===== config.mk =====
export PLATFORM = sky130hd
export DESIGN_NAME = fetx_coder
export DESIGN_NICKNAME = d
export VERILOG_FILES = /design/src/core/fetx_pkg.sv /design/src/core/fetx_coder.sv
export VERILOG_INCLUDE_DIRS = /design/src /design/src/core
export SDC_FILE = /design/constraint.sdc
export NUM_CORES = 1
export LEC_CHECK = 0
export ABC_AREA = 1
export BUFFER_PORTS_ARGS = -buffer_cell sky130_fd_sc_hd__buf_2
export CAP_MARGIN = 40
export CORE_AREA = 2 2 176 92
export CTS_CLUSTER_DIAMETER = 150
export DETAILED_ROUTE_END_ITERATION = 12
export DIE_AREA = 0 0 178 94
export MAX_ROUTING_LAYER = met4
export PLACE_DENSITY_LB_ADDON = 0.15
export SLEW_MARGIN = 20
export SYNTH_ARGS = -nofsm -noshare
export SYNTH_HDL_FRONTEND = slang
export SYNTH_SLANG_ARGS = --single-unit

===== constraint.sdc =====
create_clock -name ref_clk -period 11.4 [get_ports ref_clk]
set_clock_uncertainty 0.15 [all_clocks]
set_input_delay 1.14 -clock ref_clk [delete_from_list [all_inputs] [get_ports ref_clk]]
set_output_delay 1.14 -clock ref_clk [all_outputs]
set_load 0.03 [all_outputs]

===== src/core/fetx_cfg.svh =====
// Constants of the fast Ethernet transmit coding path.
`ifndef FETX_CFG_SVH
`define FETX_CFG_SVH
// Notes on behaviour
// - Every nibble sent while transmit enable is high becomes one 5-bit code-group.
// - Nibbles 0 to F map onto the fixed sixteen data code-groups.
// - Code-group 00100 is the halt symbol and marks an error.
// - The ten invalid code-groups are never produced.
// - Control or halt symbols inside a data field are flagged as a code error.
// - The first preamble byte is replaced by the start pair 11000 10001.
// - Dropping transmit enable appends the end pair 01101 00111.
// - After the end pair, idle 11111 is sent until the next frame.
// - An 11-bit closed-loop LFSR is XORed onto every serial bit.
// - The scrambler seed comes from the five address strap pins.
// - A bypass option passes the stream unscrambled to the NRZI stage.
// - NRZI encoding is always applied and cannot be bypassed.
// - The NRZI stage also yields MLT-3 values for internal loopback.
// - MLT-3 splits into two streams whose one events alternate.
// - Line words carry the NRZI bits as well as the MLT-3 pos and neg streams.
// - Nibbles become a 125 Mb/s line stream, five bits per clock.
// - Sequencing follows the standard 100BASE-TX transmit state machine.
`define FETX_CLK_MHZ 25
`define FETX_LINE_MBPS 125
`define FETX_SYM_W (`FETX_LINE_MBPS / `FETX_CLK_MHZ)
`define FETX_CG_DATA {5'h1d, 5'h1c, 5'h1b, 5'h1a, 5'h17, 5'h16, 5'h13, 5'h12, \
                      5'h0f, 5'h0e, 5'h0b, 5'h0a, 5'h15, 5'h14, 5'h09, 5'h1e}
`define FETX_CG_IDLE 5'h1f
`define FETX_CG_J 5'h18
`define FETX_CG_K 5'h11
`define FETX_CG_T 5'h0d
`define FETX_CG_R 5'h07
`define FETX_CG_HALT 5'h04
`define FETX_TAP_HI 10
`define FETX_TAP_LO 8
`define FETX_SEED_FILL 1'h1
`define FETX_SEED_WAIT 2'h2
`define FETX_FIFO_DEPTH 16
`endif


===== src/core/fetx_pkg.sv =====
// Types of the fast Ethernet transmit coding path.
package fetx_pkg;
`include "fetx_cfg.svh"
    typedef enum logic [3:0] {
        FETX_ST_IDLE = 4'h1,
        FETX_ST_K    = 4'h2,
        FETX_ST_DATA = 4'h4,
        FETX_ST_R    = 4'h8
    } fetx_state_t;
    typedef struct packed {
        logic       en;
        logic       er;
        logic [3:0] data;
    } fetx_nib_t;
    typedef struct packed {
        logic                   valid;
        logic [`FETX_SYM_W-1:0] nrzi;
        logic [`FETX_SYM_W-1:0] pos;
        logic [`FETX_SYM_W-1:0] neg;
    } fetx_line_t;
    typedef struct packed {
        logic [4:0]             strap1;
        logic [4:0]             strap2;
        logic [1:0]             wait_cnt;
        logic                   seeded;
        logic [10:0]            lfsr;
        fetx_state_t            st;
        logic [`FETX_SYM_W-1:0] sym;
        logic                   sym_vld;
        logic                   sym_data;
        logic [`FETX_SYM_W-1:0] scr;
        logic                   scr_vld;
        logic                   scr_err;
        logic                   lvl;
        logic [1:0]             phase;
        fetx_line_t             line;
        fetx_line_t             loop;
        logic                   code_err;
    } fetx_core_t;
endpackage


===== src/core/fetx_coder.sv =====
// Nibble FIFO and 4B/5B, scrambler, NRZI and MLT-3 transmit coding path.
`timescale 1ns/10ps
// ==========================================================
// Nibble FIFO
module fetx_fifo
    import fetx_pkg::*;
#(
    parameter int W     = 6,
    parameter int DEPTH = 16
)(
    input  wire logic         ref_clk,
    input  wire logic         rst,
    input  wire logic         in_valid,
    input  wire logic [W-1:0] in_data,
    output logic              in_ready,
    input  wire logic         out_ready,
    output logic              out_valid,
    output logic [W-1:0]      out_data
);
    localparam int AW = $clog2(DEPTH);
    typedef struct packed {
        logic [DEPTH-1:0][W-1:0] mem;
        logic [AW-1:0]           rd;
        logic [AW-1:0]           wr;
        logic [AW:0]             cnt;
        logic                    rdy;
    } fetx_fifo_s_t;

    fetx_fifo_s_t q;
    fetx_fifo_s_t d;
    logic         push;
    logic         pop;

    always_comb
    begin
        d = q;
        push = in_valid && q.rdy;
        pop = out_ready && (q.cnt != '0);
        if (push)
        begin
            d.mem[q.wr] = in_data;
            d.wr = q.wr + AW'(1);
        end
        if (pop)
        begin
            d.rd = q.rd + AW'(1);
        end
        d.cnt = q.cnt + (AW+1)'(push) - (AW+1)'(pop);
        // Ready is registered so the MAC sees a clean flop output.
        d.rdy = d.cnt < (AW+1)'(DEPTH);
    end

    always_ff @(posedge ref_clk or posedge rst)
    begin
        if (rst)
            q <= '0;
        else
            q <= d;
    end

    assign in_ready = q.rdy;
    assign out_valid = q.cnt != '0;
    assign out_data = q.mem[q.rd];
endmodule

// ==========================================================
// Transmit coding path
module fetx_coder
    import fetx_pkg::*;
(
    input  wire logic       ref_clk,
    input  wire logic       rst,
    input  wire logic       mac_valid,
    input  fetx_nib_t       mac_nib,
    output logic            mac_ready,
    input  wire logic [4:0] phy_address_straps,
    input  wire logic       scram_bypass,
    input  wire logic       loop_enable,
    input  wire logic       line_ready,
    output fetx_line_t      line_out,
    output fetx_line_t      loop_out,
    output logic            code_err
);
    localparam logic [16*`FETX_SYM_W-1:0] CG_TAB = `FETX_CG_DATA;
    localparam fetx_core_t CORE_RST = '{st: FETX_ST_IDLE, default: '0};

    fetx_core_t             q;
    fetx_core_t             d;
    fetx_nib_t              head;
    logic                   head_vld;
    logic                   pop;
    logic                   run;
    logic [`FETX_SYM_W-1:0] sym;
    logic                   data_fld;
    fetx_state_t            nst;
    fetx_line_t             word;
    logic                   ks;
    logic [10:0]            sh;
    logic                   lv;
    logic [1:0]             ph;

    function automatic logic [`FETX_SYM_W-1:0] cg_of(input logic [3:0] n);
        return CG_TAB[int'(n)*`FETX_SYM_W +: `FETX_SYM_W];
    endfunction

    function automatic logic is_data(input logic [`FETX_SYM_W-1:0] s);
        logic hit;
        hit = 1'b0;
        for (int i = 0; i < 16; i++)
            if (cg_of(4'(i)) == s)
                hit = 1'b1;
        return hit;
    endfunction

    function automatic logic is_invalid(input logic [`FETX_SYM_W-1:0] s);
        case (s)
            5'h00, 5'h01, 5'h02, 5'h03, 5'h05,
            5'h06, 5'h08, 5'h0c, 5'h10, 5'h19: return 1'b1;
            default: return 1'b0;
        endcase
    endfunction

    // The FIFO decouples the MAC from stalls of the line serialiser.
    fetx_fifo #(
        .W     ($bits(fetx_nib_t)),
        .DEPTH (`FETX_FIFO_DEPTH)
    ) u_fifo (
        .ref_clk   (ref_clk),
        .rst       (rst),
        .in_valid  (mac_valid),
        .in_data   (mac_nib),
        .in_ready  (mac_ready),
        .out_ready (pop && run),
        .out_valid (head_vld),
        .out_data  (head)
    );

    always_comb
    begin
        d = q;
        d.strap1 = phy_address_straps;
        d.strap2 = q.strap1;
        if (!q.seeded)
        begin
            if (q.wait_cnt == `FETX_SEED_WAIT)
            begin
                d.lfsr = {q.strap2, `FETX_SEED_FILL, q.strap2};
                d.seeded = 1'b1;
            end
            else
                d.wait_cnt = q.wait_cnt + 2'h1;
        end
        run = line_ready && q.seeded;

        sym = `FETX_CG_IDLE;
        data_fld = 1'b0;
        pop = 1'b0;
        nst = q.st;
        case (q.st)
            FETX_ST_IDLE:
            begin
                pop = head_vld;
                if (head_vld && head.en)
                begin
                    sym = `FETX_CG_J;
                    nst = FETX_ST_K;
                end
            end
            FETX_ST_K:
            begin
                pop = head_vld;
                if (head_vld && head.en)
                begin
                    sym = `FETX_CG_K;
                    nst = FETX_ST_DATA;
                end
                else if (head_vld)
                begin
                    sym = `FETX_CG_T;
                    nst = FETX_ST_R;
                end
                else
                begin
                    sym = `FETX_CG_HALT;
                    data_fld = 1'b1;
                end
            end
            FETX_ST_DATA:
            begin
                pop = head_vld;
                if (head_vld && head.en)
                begin
                    sym = head.er ? `FETX_CG_HALT : cg_of(head.data);
                    data_fld = 1'b1;
                end
                else if (head_vld)
                begin
                    sym = `FETX_CG_T;
                    nst = FETX_ST_R;
                end
                else
                begin
                    sym = `FETX_CG_HALT;
                    data_fld = 1'b1;
                end
            end
            FETX_ST_R:
            begin
                sym = `FETX_CG_R;
                nst = FETX_ST_IDLE;
                // A new frame waiting at the head is left for the idle state.
                pop = head_vld && !head.en;
            end
            default:
            begin
                nst = FETX_ST_IDLE;
            end
        endcase

        sh = q.lfsr;
        ks = 1'b0;
        for (int i = `FETX_SYM_W - 1; i >= 0; i--)
        begin
            ks = sh[`FETX_TAP_HI] ^ sh[`FETX_TAP_LO];
            sh = {sh[9:0], ks};
        end

        word = '0;
        word.valid = q.scr_vld;
        lv = q.lvl;
        ph = q.phase;
        for (int i = `FETX_SYM_W - 1; i >= 0; i--)
        begin
            lv = lv ^ q.scr[i];
            ph = ph + {1'b0, q.scr[i]};
            word.nrzi[i] = lv;
            word.pos[i] = ph == 2'h1;
            word.neg[i] = ph == 2'h3;
        end

        d.line.valid = 1'b0;
        d.loop.valid = 1'b0;
        d.code_err = 1'b0;
        if (run)
        begin
            d.st = nst;
            d.sym = sym;
            d.sym_vld = 1'b1;
            d.sym_data = data_fld;
            d.lfsr = sh;
            if (scram_bypass)
                d.scr = q.sym;
            else
            begin
                for (int i = `FETX_SYM_W - 1; i >= 0; i--)
                    d.scr[i] = q.sym[i] ^ q.lfsr[`FETX_TAP_HI - (`FETX_SYM_W - 1 - i)]
                        ^ q.lfsr[`FETX_TAP_LO - (`FETX_SYM_W - 1 - i)];
            end
            d.scr_vld = q.sym_vld;
            d.scr_err = q.sym_vld && q.sym_data && !is_data(q.sym);
            // Only words that reach the line may move the NRZI and MLT-3 state.
            if (q.scr_vld)
            begin
                d.lvl = lv;
                d.phase = ph;
            end
            d.code_err = q.scr_err;
            if (loop_enable)
            begin
                d.loop = word;
                d.line = '0;
                d.line.valid = q.scr_vld;
            end
            else
            begin
                d.line = word;
                d.loop = '0;
            end
        end
    end

    always_ff @(posedge ref_clk or posedge rst)
    begin
        if (rst)
            q <= CORE_RST;
        else
            q <= d;
    end

    assign line_out = q.line;
    assign loop_out = q.loop;
    assign code_err = q.code_err;
endmodule


==> results of run 1 <==
==> power groups by stage <==
| stage | clock, uW | combinational, uW | sequential [uW] |
|---|---|---|---|
| after global routing | 662 | 1450 | 1120 |
| after floorplan | 0 | 1050 | 1040 |
| after detailed placement | 0 | 1250 | 1090 |
| after global placement | 0 | 1220 | 1090 |
| final | 624 | 1270 | 1090 |
| after CTS | 633 | 1260 | 1090 |
==> synth_stat cells (2+ instances only) <==
cell and count:
buf_2 3, inv_1 83, nor3_2 2, nor2_2 3
buf_8 2, dfrtp_1 187, o21ai_0 138, xor2_1 21
xnor2_1 8, a21oi_1 15, buf_4 40, nand3_1 46
buf_6 2, o211ai_1 13, o21ai_1 10, nor3_1 3
nand2_2 9, o221ai_1 2, nor2_1 66, ha_1 17
inv_2 6, nand2_1 372, clkbuf_1 31
==> area by class of cell <==
cell class,instances,share of cell area
timing repair buffer,55,0.0337
clock buffer,18,0.0441
inverter,90,0.0355
tap,204,0.0262
multi-input combinational,735,0.358
clock inverter,14,0.0189
sequential,188,0.484
==> placed cells by master, fill, tap and decap left out, types with 2 or more instances in the layout <==
cell type	Yosys	routed
inv_2	6	6
nor2_1	66	66
nor2_2	3	3
nand3_1	46	46
inv_8	0	3
inv_6	0	4
a21oi_1	15	15
xnor2_1	8	8
nor3_1	3	3
buf_4	40	3
o21ai_1	10	10
o221ai_1	2	2
clkinvlp_4	0	3
dfrtp_1	187	186
inv_1	83	82
clkbuf_16	0	17
nand2_2	9	10
nand2_1	372	371
o211ai_1	13	13
ha_1	17	17
buf_2	3	50
o21ai_0	138	138
bufinv_16	0	3
nor3_2	2	2
buf_16	0	2
xor2_1	21	21
==> worst paths after layout <==
kind	startpoint	end	slack (ns)	cells past startpoint
max reg2reg	u_fifo.q[10]	u_fifo.q[5]	7.31	21
min in group asynchronous	rst	d[70]	0.44	2
min	d[71]	q[71]	0.20	0
min reg2reg	d[71]	q[71]	0.20	0
max	u_fifo.q[10]	u_fifo.q[5]	7.31	21
max in group asynchronous	rst	u_fifo.q[88]	9.33	5
==> stage by stage <==
step,worst slack (ns),util
floorplan,5.00,-
global placement,7.53,0.600
detailed placement,7.40,0.602
CTS,7.37,0.643
global route,7.05,0.645
finish,7.31,0.645
==> layer usage <==
metal  vias up  wire length [microns]  GRT usage
met4         0                    150     0.0601
li1       3424                      -          -
met3        18                   1760     0.0672
met2       247                   7540      0.324
met1      3336                  11200      0.462
met5         -                      0          -
==> cell families after synthesis <==
| family | synth area share |
|---|---|
| simple gates | 0.223 |
| flops | 0.521 |
| compound gates | 0.107 |
| buf+inv | 0.0933 |
| xor+xnor | 0.0299 |
| fa+ha+maj | 0.0258 |
==> registers in the layout, indices dropped and copies added, names as in the netlist <==
| signal | flops |
|---|---|
| q | 40 |
| u_fifo.q | 109 |
| u_fifo.in_ready | 1 |
| code_err | 1 |
| d | 5 |
| loop_out | 16 |
| line_out | 16 |
==> tab_implementation.tex, run 1 <==
\begin{tabular}{lr}
\hline
Metric & Value \\
\hline
\multicolumn{2}{l}{\textbf{Timing}} \\
\quad Final-layout worst hold slack & 0.199 ns \\
\quad Tcrit/Tclk final & 0.359 \\
\quad RSZ-0062 raised after global routing & false \\
\quad Setup Total Neg Slack & 0 ns \\
\quad Hold violation total from the final report & 0 \\
\quad \# setup viols final & 0 \\
\quad Final worst path period need & 4.09 ns \\
\quad Actual transition at the worst max-transition pin & 0.772 ns \\
\quad Highest Clock Rate & 245 MHz \\
\quad Slew Limit Headroom & 0.484 \\
\quad Max-slew violation total from the final report & 0 \\
\multicolumn{2}{l}{\textbf{Setup path}} \\
\quad Series of cell instances along the critical path & buf\_4 > inv\_2 > nand2\_1 > nand3\_1 > nand2\_1 > nor2\_1 > nand2\_1 > nand2\_2 > inv\_2 > nand2\_2 > nand2\_1 > nand2\_2 > inv\_2 > ha\_1 > inv\_1 > ha\_1 > inv\_1 > fa\_1 > o21ai\_0 > xnor2\_1 > inv\_1 \\
\quad Maximum fanout count along the critical path & 57 \\
\quad Kind of end point of the critical path & flip-flop \\
\quad Startpoint type of the worst setup path & flip-flop \\
\quad Type of the worst setup path & flip-flop to flip-flop \\
\quad Data required time at the worst endpoint & roughly 12 ns \\
\quad Slowest stage delay, CP & roughly 0.66 ns \\
\quad Most numerous cell on the critical path & nand2\_1 \\
\quad Largest delay contributor family on the critical path & buffers and inverters \\
\quad Combined buffer and inverter count along the critical path & 7 \\
\quad Max stage delay cell, worst path & inv\_2 \\
\quad Signal arrival time at the worst endpoint & 4.26 ns \\
\multicolumn{2}{l}{\textbf{Global routing}} \\
\quad Total overflow reported by the global router & 0 \\
\quad Pin count of the biggest net entering global routing & 113 \\
\quad Via count of the first global-routing pass & approximately 6,300 \\
\quad Antenna violations before repair & 0 \\
\quad Wire length of the first global-routing pass & 34.0 mm \\
\quad Overall global routing resource usage & 0.277 \\
\multicolumn{2}{l}{\textbf{Cells and area}} \\
\quad Footprint of the flip-flops and latches & 4710 sq um \\
\quad Filler cell count in the final layout & about 1,300 \\
\quad Final antenna diode count & 0 \\
\quad Post-layout nets & 1,122 \\
\quad Fraction of layout instances using a drive strength above 1 & 0.104 \\
\quad Number of standard cells in the layout, taps in and fillers out & about 1,300 \\
\quad Total area of multi-input combinational cells & 3480 sq um \\
\quad Synth-to-Final Area Change & 7.79\% \\
\quad Fin area & 9730 sq um \\
\multicolumn{2}{l}{\textbf{Logic synthesis}} \\
\quad Cell type contributing the most total cell area after synthesis & dfrtp\_1 \\
\quad Main area contributors after synthesis & dfrtp\_1, nand2\_1, o21ai\_0 \\
\quad Predominant post-synthesis flop cell & dfrtp\_1 \\
\quad Share of Yosys cell area claimed by the top area cell type & 0.518 \\
\quad Sequential-to-total area share from yosys stat & 0.521 \\
\quad Share of synthesized flip-flops with an asynchronous set or reset & 1.00 \\
\quad Count of warnings emitted by yosys & 0 \\
\quad Post-synth EDFFs & 0 \\
\quad \#FFs+latches synth & about 190 \\
\quad Count of cell types in the netlist & 36 \\
\quad Total standard cell area after synthesis & about 9000 sq um \\
\quad Post-Syn Area per Cell & 8.27 sq um \\
\quad Number of cells produced by synthesis & 1,092 \\
\quad Net count of the mapped netlist & between 1,000 and 1,500 \\
\multicolumn{2}{l}{\textbf{Routing}} \\
\quad DRC errors left & 0 \\
\quad Routed wire length & 20.7 mm \\
\quad Drt first-iter violations & 710 \\
\quad Wire length per cell & 15.9 microns \\
\quad Antenna-violating nets left & 0 \\
\quad Via Count & 7,025 \\
\quad Number of detailed-route iterations in the first pass & 5 \\
\quad Vias per Instance & 5.39 \\
\multicolumn{2}{l}{\textbf{Clock tree}} \\
\quad H-Tree Depth & 4 \\
\quad Number of cells upsized or downsized after cts & 0 \\
\quad TritonCTS clock tree & done \\
\quad Clock-pin slew on the worst setup and hold paths & approximately 0.070 ns \\
\quad Clock latency on the worst-skew pair & $\sim$0.43 ns \\
\quad \# clock sinks & 188 \\
\quad Cts bufs inserted & 17 \\
\quad Number of buffers inserted by hold repair at cts & 0 \\
\quad Post-CTS Repair Setup Buffers & 0 \\
\quad CTS max path bufs & 2 \\
\quad Clock root buffer & clkbuf\_16 \\
\multicolumn{2}{l}{\textbf{Placed design}} \\
\quad Post-place instance area & 9090 sq um \\
\quad Final weighted congestion in routability-driven placement & 0.949 \\
\quad IO buf count & 50 \\
\quad DP Cell Count & 1,271 \\
\quad Post-detail-place hpwl & roughly 14 mm \\
\multicolumn{2}{l}{\textbf{Pwr}} \\
\quad Part of the power in combinational logic & 0.425 \\
\quad Leak pwr & 0.00486 uW \\
\quad Sum of internal, switching and leakage power & 2990 uW \\
\quad Sequential cell fraction of total power & 0.366 \\
\quad Internal power & roughly 1700 uW \\
\quad Power dissipated by switching net loads & 1300 uW \\
\quad Maximum resistive drop on vdd & 0.136 mV \\
\quad Ratio of total power to cell area & just over 300 nW/um\^{}2 \\
\quad Switching share of total power & 0.437 \\
\quad Share of total power in the clock network & 0.209 \\
\multicolumn{2}{l}{\textbf{Floorplanning}} \\
\quad Row cnt & 32 \\
\quad Die ar. & about 17,000 sq um \\
\quad I/O pin cnt & 51 \\
\quad Die width & roughly 180 microns \\
\quad Floorplan die height & $\sim$94 microns \\
\quad Standard cell core area & 15,100 sq um \\
\quad Initial core utilization & 0.598 \\
\multicolumn{2}{l}{\textbf{Outcome}} \\
\quad Outcome & finished, final reports clean \\
\multicolumn{2}{l}{\textbf{Worst hold path}} \\
\quad Hold WC Path Type & flip-flop to flip-flop \\
\multicolumn{2}{l}{\textbf{Job}} \\
\quad Number of maximum-capacitance constraint violations & 0 \\
\hline
\end{tabular}
(Power assumes the default switching activity.)
==> run 2: changes to the inputs <==
--- a/config.mk
+++ b/config.mk
@@ -6,13 +6,13 @@
 export SDC_FILE = /design/constraint.sdc
 export NUM_CORES = 1
 export LEC_CHECK = 0
-export ABC_AREA = 1
+export ABC_AREA = 0
 export BUFFER_PORTS_ARGS = -buffer_cell sky130_fd_sc_hd__buf_2
 export CAP_MARGIN = 40
-export CORE_AREA = 2 2 176 92
+export CORE_AREA = 2 2 174 91
 export CTS_CLUSTER_DIAMETER = 150
 export DETAILED_ROUTE_END_ITERATION = 12
-export DIE_AREA = 0 0 178 94
+export DIE_AREA = 0 0 176 93
 export MAX_ROUTING_LAYER = met4
 export PLACE_DENSITY_LB_ADDON = 0.15
 export SLEW_MARGIN = 20
==> constraint.sdc (replaced) <==
create_clock -name ref_clk -period 4.15 [get_ports ref_clk]
set_clock_uncertainty 0.15 [all_clocks]
set_input_delay 0.415 -clock ref_clk [delete_from_list [all_inputs] [get_ports ref_clk]]
set_output_delay 0.415 -clock ref_clk [all_outputs]
set_load 0.03 [all_outputs]
==> run 2 against run 1 <==
  * Total power grew to 2.7 times the previous value
  * Highest routed layer unchanged
  * Combinational power grew to 2.8 times the previous value
  * Sequential cell count is the same
  * Die area shrank 2.2%
  * Register-to-register slack lost 6.8 ns
  * Count of clock-buffer cells in the layout grew 2
  * Critical endpoint unchanged
  * Area after synthesis shrank 2.3%
  * Largest cell class unchanged
==> tab_implementation.tex, run 2 <==
\begin{tabular}{lr}
\hline
Metric & Value \\
\hline
\multicolumn{2}{l}{\textbf{Routing}} \\
\quad DRC errors left & 0 \\
\quad Antenna-violating nets left & 0 \\
\quad Via Count & 5,490 \\
\quad Vias per Instance & 5.72 \\
\quad Wire length per cell & a little under 20 microns \\
\quad Routed wire length & approximately 19 mm \\
\quad Drt first-iter violations & 518 \\
\quad Number of detailed-route iterations in the first pass & 5 \\
\multicolumn{2}{l}{\textbf{Setup path}} \\
\quad Flop-to-flop setup slack & roughly 0.54 ns \\
\quad Series of cell instances along the critical path & mux4\_2 > a22o\_1 > nor4\_1 > o21ai\_1 > inv\_1 > ha\_1 > inv\_1 > ha\_1 > inv\_1 > fa\_1 > inv\_1 > a21oi\_1 > nor2\_1 > nor2\_1 > xor2\_1 > inv\_1 \\
\quad Max stage delay cell, worst path & mux4\_2 \\
\quad R2R depth & 16 \\
\quad Kind of end point of the critical path & flip-flop \\
\quad Most numerous cell on the critical path & inv\_1 \\
\quad Worst reg2reg startpoint & u\_fifo.q[12] \\
\quad Signal arrival time at the worst endpoint & 3.77 ns \\
\quad Worst r2r dst & u\_fifo.q[5] \\
\quad Startpoint type of the worst setup path & flip-flop \\
\quad Slowest stage delay, CP & 0.56 ns \\
\quad Maximum fanout count along the critical path & 6 \\
\quad Type of the worst setup path & flip-flop to flip-flop \\
\quad Data required time at the worst endpoint & 4.31 ns \\
\multicolumn{2}{l}{\textbf{Clock tree}} \\
\quad Cts bufs inserted & 17 \\
\quad Clock-pin slew on the worst setup and hold paths & $\sim$0.070 ns \\
\quad Clock latency on the worst-skew pair & about 0.43 ns \\
\quad CTS max path bufs & 2 \\
\quad Number of cells upsized or downsized after cts & 0 \\
\quad \# clock sinks & 188 \\
\quad TritonCTS clock tree & done \\
\quad Clock root buffer & clkbuf\_16 \\
\quad H-Tree Depth & 4 \\
\multicolumn{2}{l}{\textbf{Floorplanning}} \\
\quad I/O pin cnt & between 50 and 60 \\
\quad Die ar. & 16,400 sq um \\
\quad Row cnt & 32 \\
\quad Die width & 176 microns \\
\quad Floorplan die height & between 90 and 100 microns \\
\quad Standard cell core area & 14,900 sq um \\
\quad Initial core utilization & 0.591 \\
\multicolumn{2}{l}{\textbf{Cells and area}} \\
\quad Final antenna diode count & 0 \\
\quad Fraction of layout instances using a drive strength above 1 & 0.299 \\
\quad Top Registers & u\_fifo.q: 109 flops, q: 40 flops \\
\quad Register with the highest flop count & u\_fifo.q \\
\quad Most common cell after layout, fill and taps aside & dfrtp\_1 \\
\quad Fin area & 9670 sq um \\
\quad Flip-flop count of the largest register, all copies and words added & between 100 and 150 \\
\quad Synth-to-Final Area Change & 9.62\% \\
\quad Number of standard cells in the layout, taps in and fillers out & 960 \\
\quad Post-layout util & 0.648 \\
\quad Post-layout nets & roughly 800 \\
\quad Most frequent cells in the layout & dfrtp\_1, mux2\_2, nand2\_1 \\
\multicolumn{2}{l}{\textbf{Logic synthesis}} \\
\quad Cell type contributing the most total cell area after synthesis & dfrtp\_1 \\
\quad Simple-Gate Fraction of Synth Area & 0.0947 \\
\quad Post-synth EDFFs & 0 \\
\quad Count of cell types in the netlist & 53 \\
\quad Count of warnings emitted by yosys & 0 \\
\quad Share of Yosys cell area claimed by the top area cell type & 0.530 \\
\quad Number of cells produced by synthesis & 720 \\
\quad Net count of the mapped netlist & about 760 \\
\quad Adder-Cell Fraction of Synth Area & 0.0264 \\
\quad Predominant post-synthesis flop cell & dfrtp\_1 \\
\quad Synthesized-area fraction occupied by ao, oa, aoi and oai cells & 0.0624 \\
\quad Parity-gate share of the synthesized area counting xor and xnor cells & 0.0397 \\
\quad Most frequent cell after synthesis & dfrtp\_1 \\
\quad Sequential-to-total area share from yosys stat & 0.533 \\
\quad Mux cell area share after synthesis & 0.192 \\
\quad Main area contributors after synthesis & dfrtp\_1, mux2\_2, mux4\_2 \\
\quad \#FFs+latches synth & 188 \\
\quad Ranking of synthesized cells by instance count & dfrtp\_1, mux2\_2, nand2\_1 \\
\quad Total standard cell area after synthesis & 8820 sq um \\
\quad Share of synthesized flip-flops with an asynchronous set or reset & 1.00 \\
\quad Post-Syn Area per Cell & 12.3 sq um \\
\quad Main combinational cell family by area after synthesis & multiplexers \\
\multicolumn{2}{l}{\textbf{Pwr}} \\
\quad Sequential cell fraction of total power & 0.376 \\
\quad Internal power & 4950 uW \\
\quad Share of total power in the clock network & 0.191 \\
\quad Power dissipated by switching net loads & $\sim$3200 uW \\
\quad Switching share of total power & 0.390 \\
\quad Leak pwr & 0.00436 uW \\
\quad Ratio of total power to cell area & 840 nW/um\^{}2 \\
\quad Part of the power in combinational logic & 0.433 \\
\quad Sum of internal, switching and leakage power & 8120 uW \\
\quad Maximum resistive drop on vdd & 0.376 mV \\
\multicolumn{2}{l}{\textbf{Timing}} \\
\quad Hold violation total from the final report & 0 \\
\quad Slew Limit Headroom & 0.353 \\
\quad Highest Clock Rate & 277 MHz \\
\quad RSZ-0062 raised after global routing & false \\
\quad \# setup viols final & 0 \\
\quad Setup Total Neg Slack & 0 ns \\
\quad Actual transition at the worst max-transition pin & 0.971 ns \\
\quad Tcrit/Tclk final & 0.870 \\
\quad Final worst path period need & roughly 3.6 ns \\
\quad Max-slew violation total from the final report & 0 \\
\multicolumn{2}{l}{\textbf{Worst hold path}} \\
\quad Hold WC Path Type & input pin to flip-flop \\
\quad Hold path start & line\_ready \\
\quad WHS Path Cells & 2 \\
\quad Endpoint of the worst hold-timing path & code\_err \\
\multicolumn{2}{l}{\textbf{Global routing}} \\
\quad Wire length of the first global-routing pass & 30.7 mm \\
\quad Antenna violations before repair & 0 \\
\quad Via count of the first global-routing pass & 5,506 \\
\quad Overall global routing resource usage & 0.260 \\
\quad Total overflow reported by the global router & 0 \\
\quad Pin count of the biggest net entering global routing & 158 \\
\multicolumn{2}{l}{\textbf{Placed design}} \\
\quad IO buf count & 50 \\
\quad Post-place instance area & 9030 sq um \\
\quad Post-detail-place hpwl & 13.4 mm \\
\quad DP Cell Count & 919 \\
\quad Final weighted congestion in routability-driven placement & roughly 0.86 \\
\multicolumn{2}{l}{\textbf{Outcome}} \\
\quad Outcome & finished, final reports clean \\
\multicolumn{2}{l}{\textbf{Job}} \\
\quad Number of maximum-capacitance constraint violations & 0 \\
\hline
\end{tabular}
## run 2: worst max path at each step
stage | from | end | slack [ns] | depth (start not counted)
3_3_place_gp | u_fifo.q[12] | u_fifo.q[5] | 0.67 | 16
6_report | u_fifo.q[12] | u_fifo.q[5] | 0.54 | 16
2_1_floorplan | u_fifo.q[12] | u_fifo.q[5] | 0.96 | 17
3_5_place_dp | u_fifo.q[12] | u_fifo.q[5] | 0.53 | 16
5_1_grt | u_fifo.q[13] | u_fifo.q[5] | 0.21 | 16
4_1_cts | u_fifo.q[12] | u_fifo.q[5] | 0.49 | 16
## run 2: logic make-up after synthesis
logic type               Yosys count
AO/OA/AOI/OAI                     87
XOR/XNOR                          40
flip-flops                       188
multiplexers                     127
adder cells (fa/ha/maj)           18
AND/OR/NAND/NOR                  179
buffers and inverters             81
## run 2: cell type report
class                      instances  area [sq um]
sequential                       188          4710
timing repair buffer              68           413
fill                            1122          5260
clock buffer                      20           457
clock inverter                    12           105
tap                              204           255
inverter                          17          67.6
multi-input combinational        451          3670
## run 2: power groups by stage
stage / Combinational [uW] / Sequential (uW) / Clock, uW
global route: 3890 / 3140 / 1660
detailed placement: 3480 / 3070 / 0
global placement: 3390 / 3020 / 0
finish: 3510 / 3060 / 1550
floorplan: 2960 / 2840 / 0
CTS: 3510 / 3050 / 1580
## run 2: through the flow
| stage | hold WS (ns) | setup slack [ns] |
|---|---|---|
| 2_1_floorplan | 0.181 | 0.964 |
| 3_3_place_gp | 0.181 | 0.671 |
| 3_5_place_dp | 0.188 | 0.528 |
| 4_1_cts | 0.105 | 0.489 |
| 5_1_grt | 0.112 | 0.213 |
| 6_report | 0.111 | 0.540 |
## run 2: repair_timing
item	CTS	global route
endpoints found under the hold margin	36	0
setup buffers	0	0
hold buffers	6	0
## run 2: per-layer routing
layer	track usage	vias up	share of wire
li1	-	2537	-
met1	0.402	2793	0.52
met2	0.347	143	0.41
met3	0.0683	17	0.062
met4	0.0544	0	0.0073
met5	-	-	0
## run 2: worst max-delay path, delay by kind of cell (launching register included)
family | cells | cell delay [ns]
mux | 1 | 0.56
compound gates | 3 | 0.50
simple gates | 3 | 0.40
fa+ha+maj | 3 | 0.80
xor+xnor | 1 | 0.20
buf+inv | 5 | 0.37
flops | 1 | 0.53
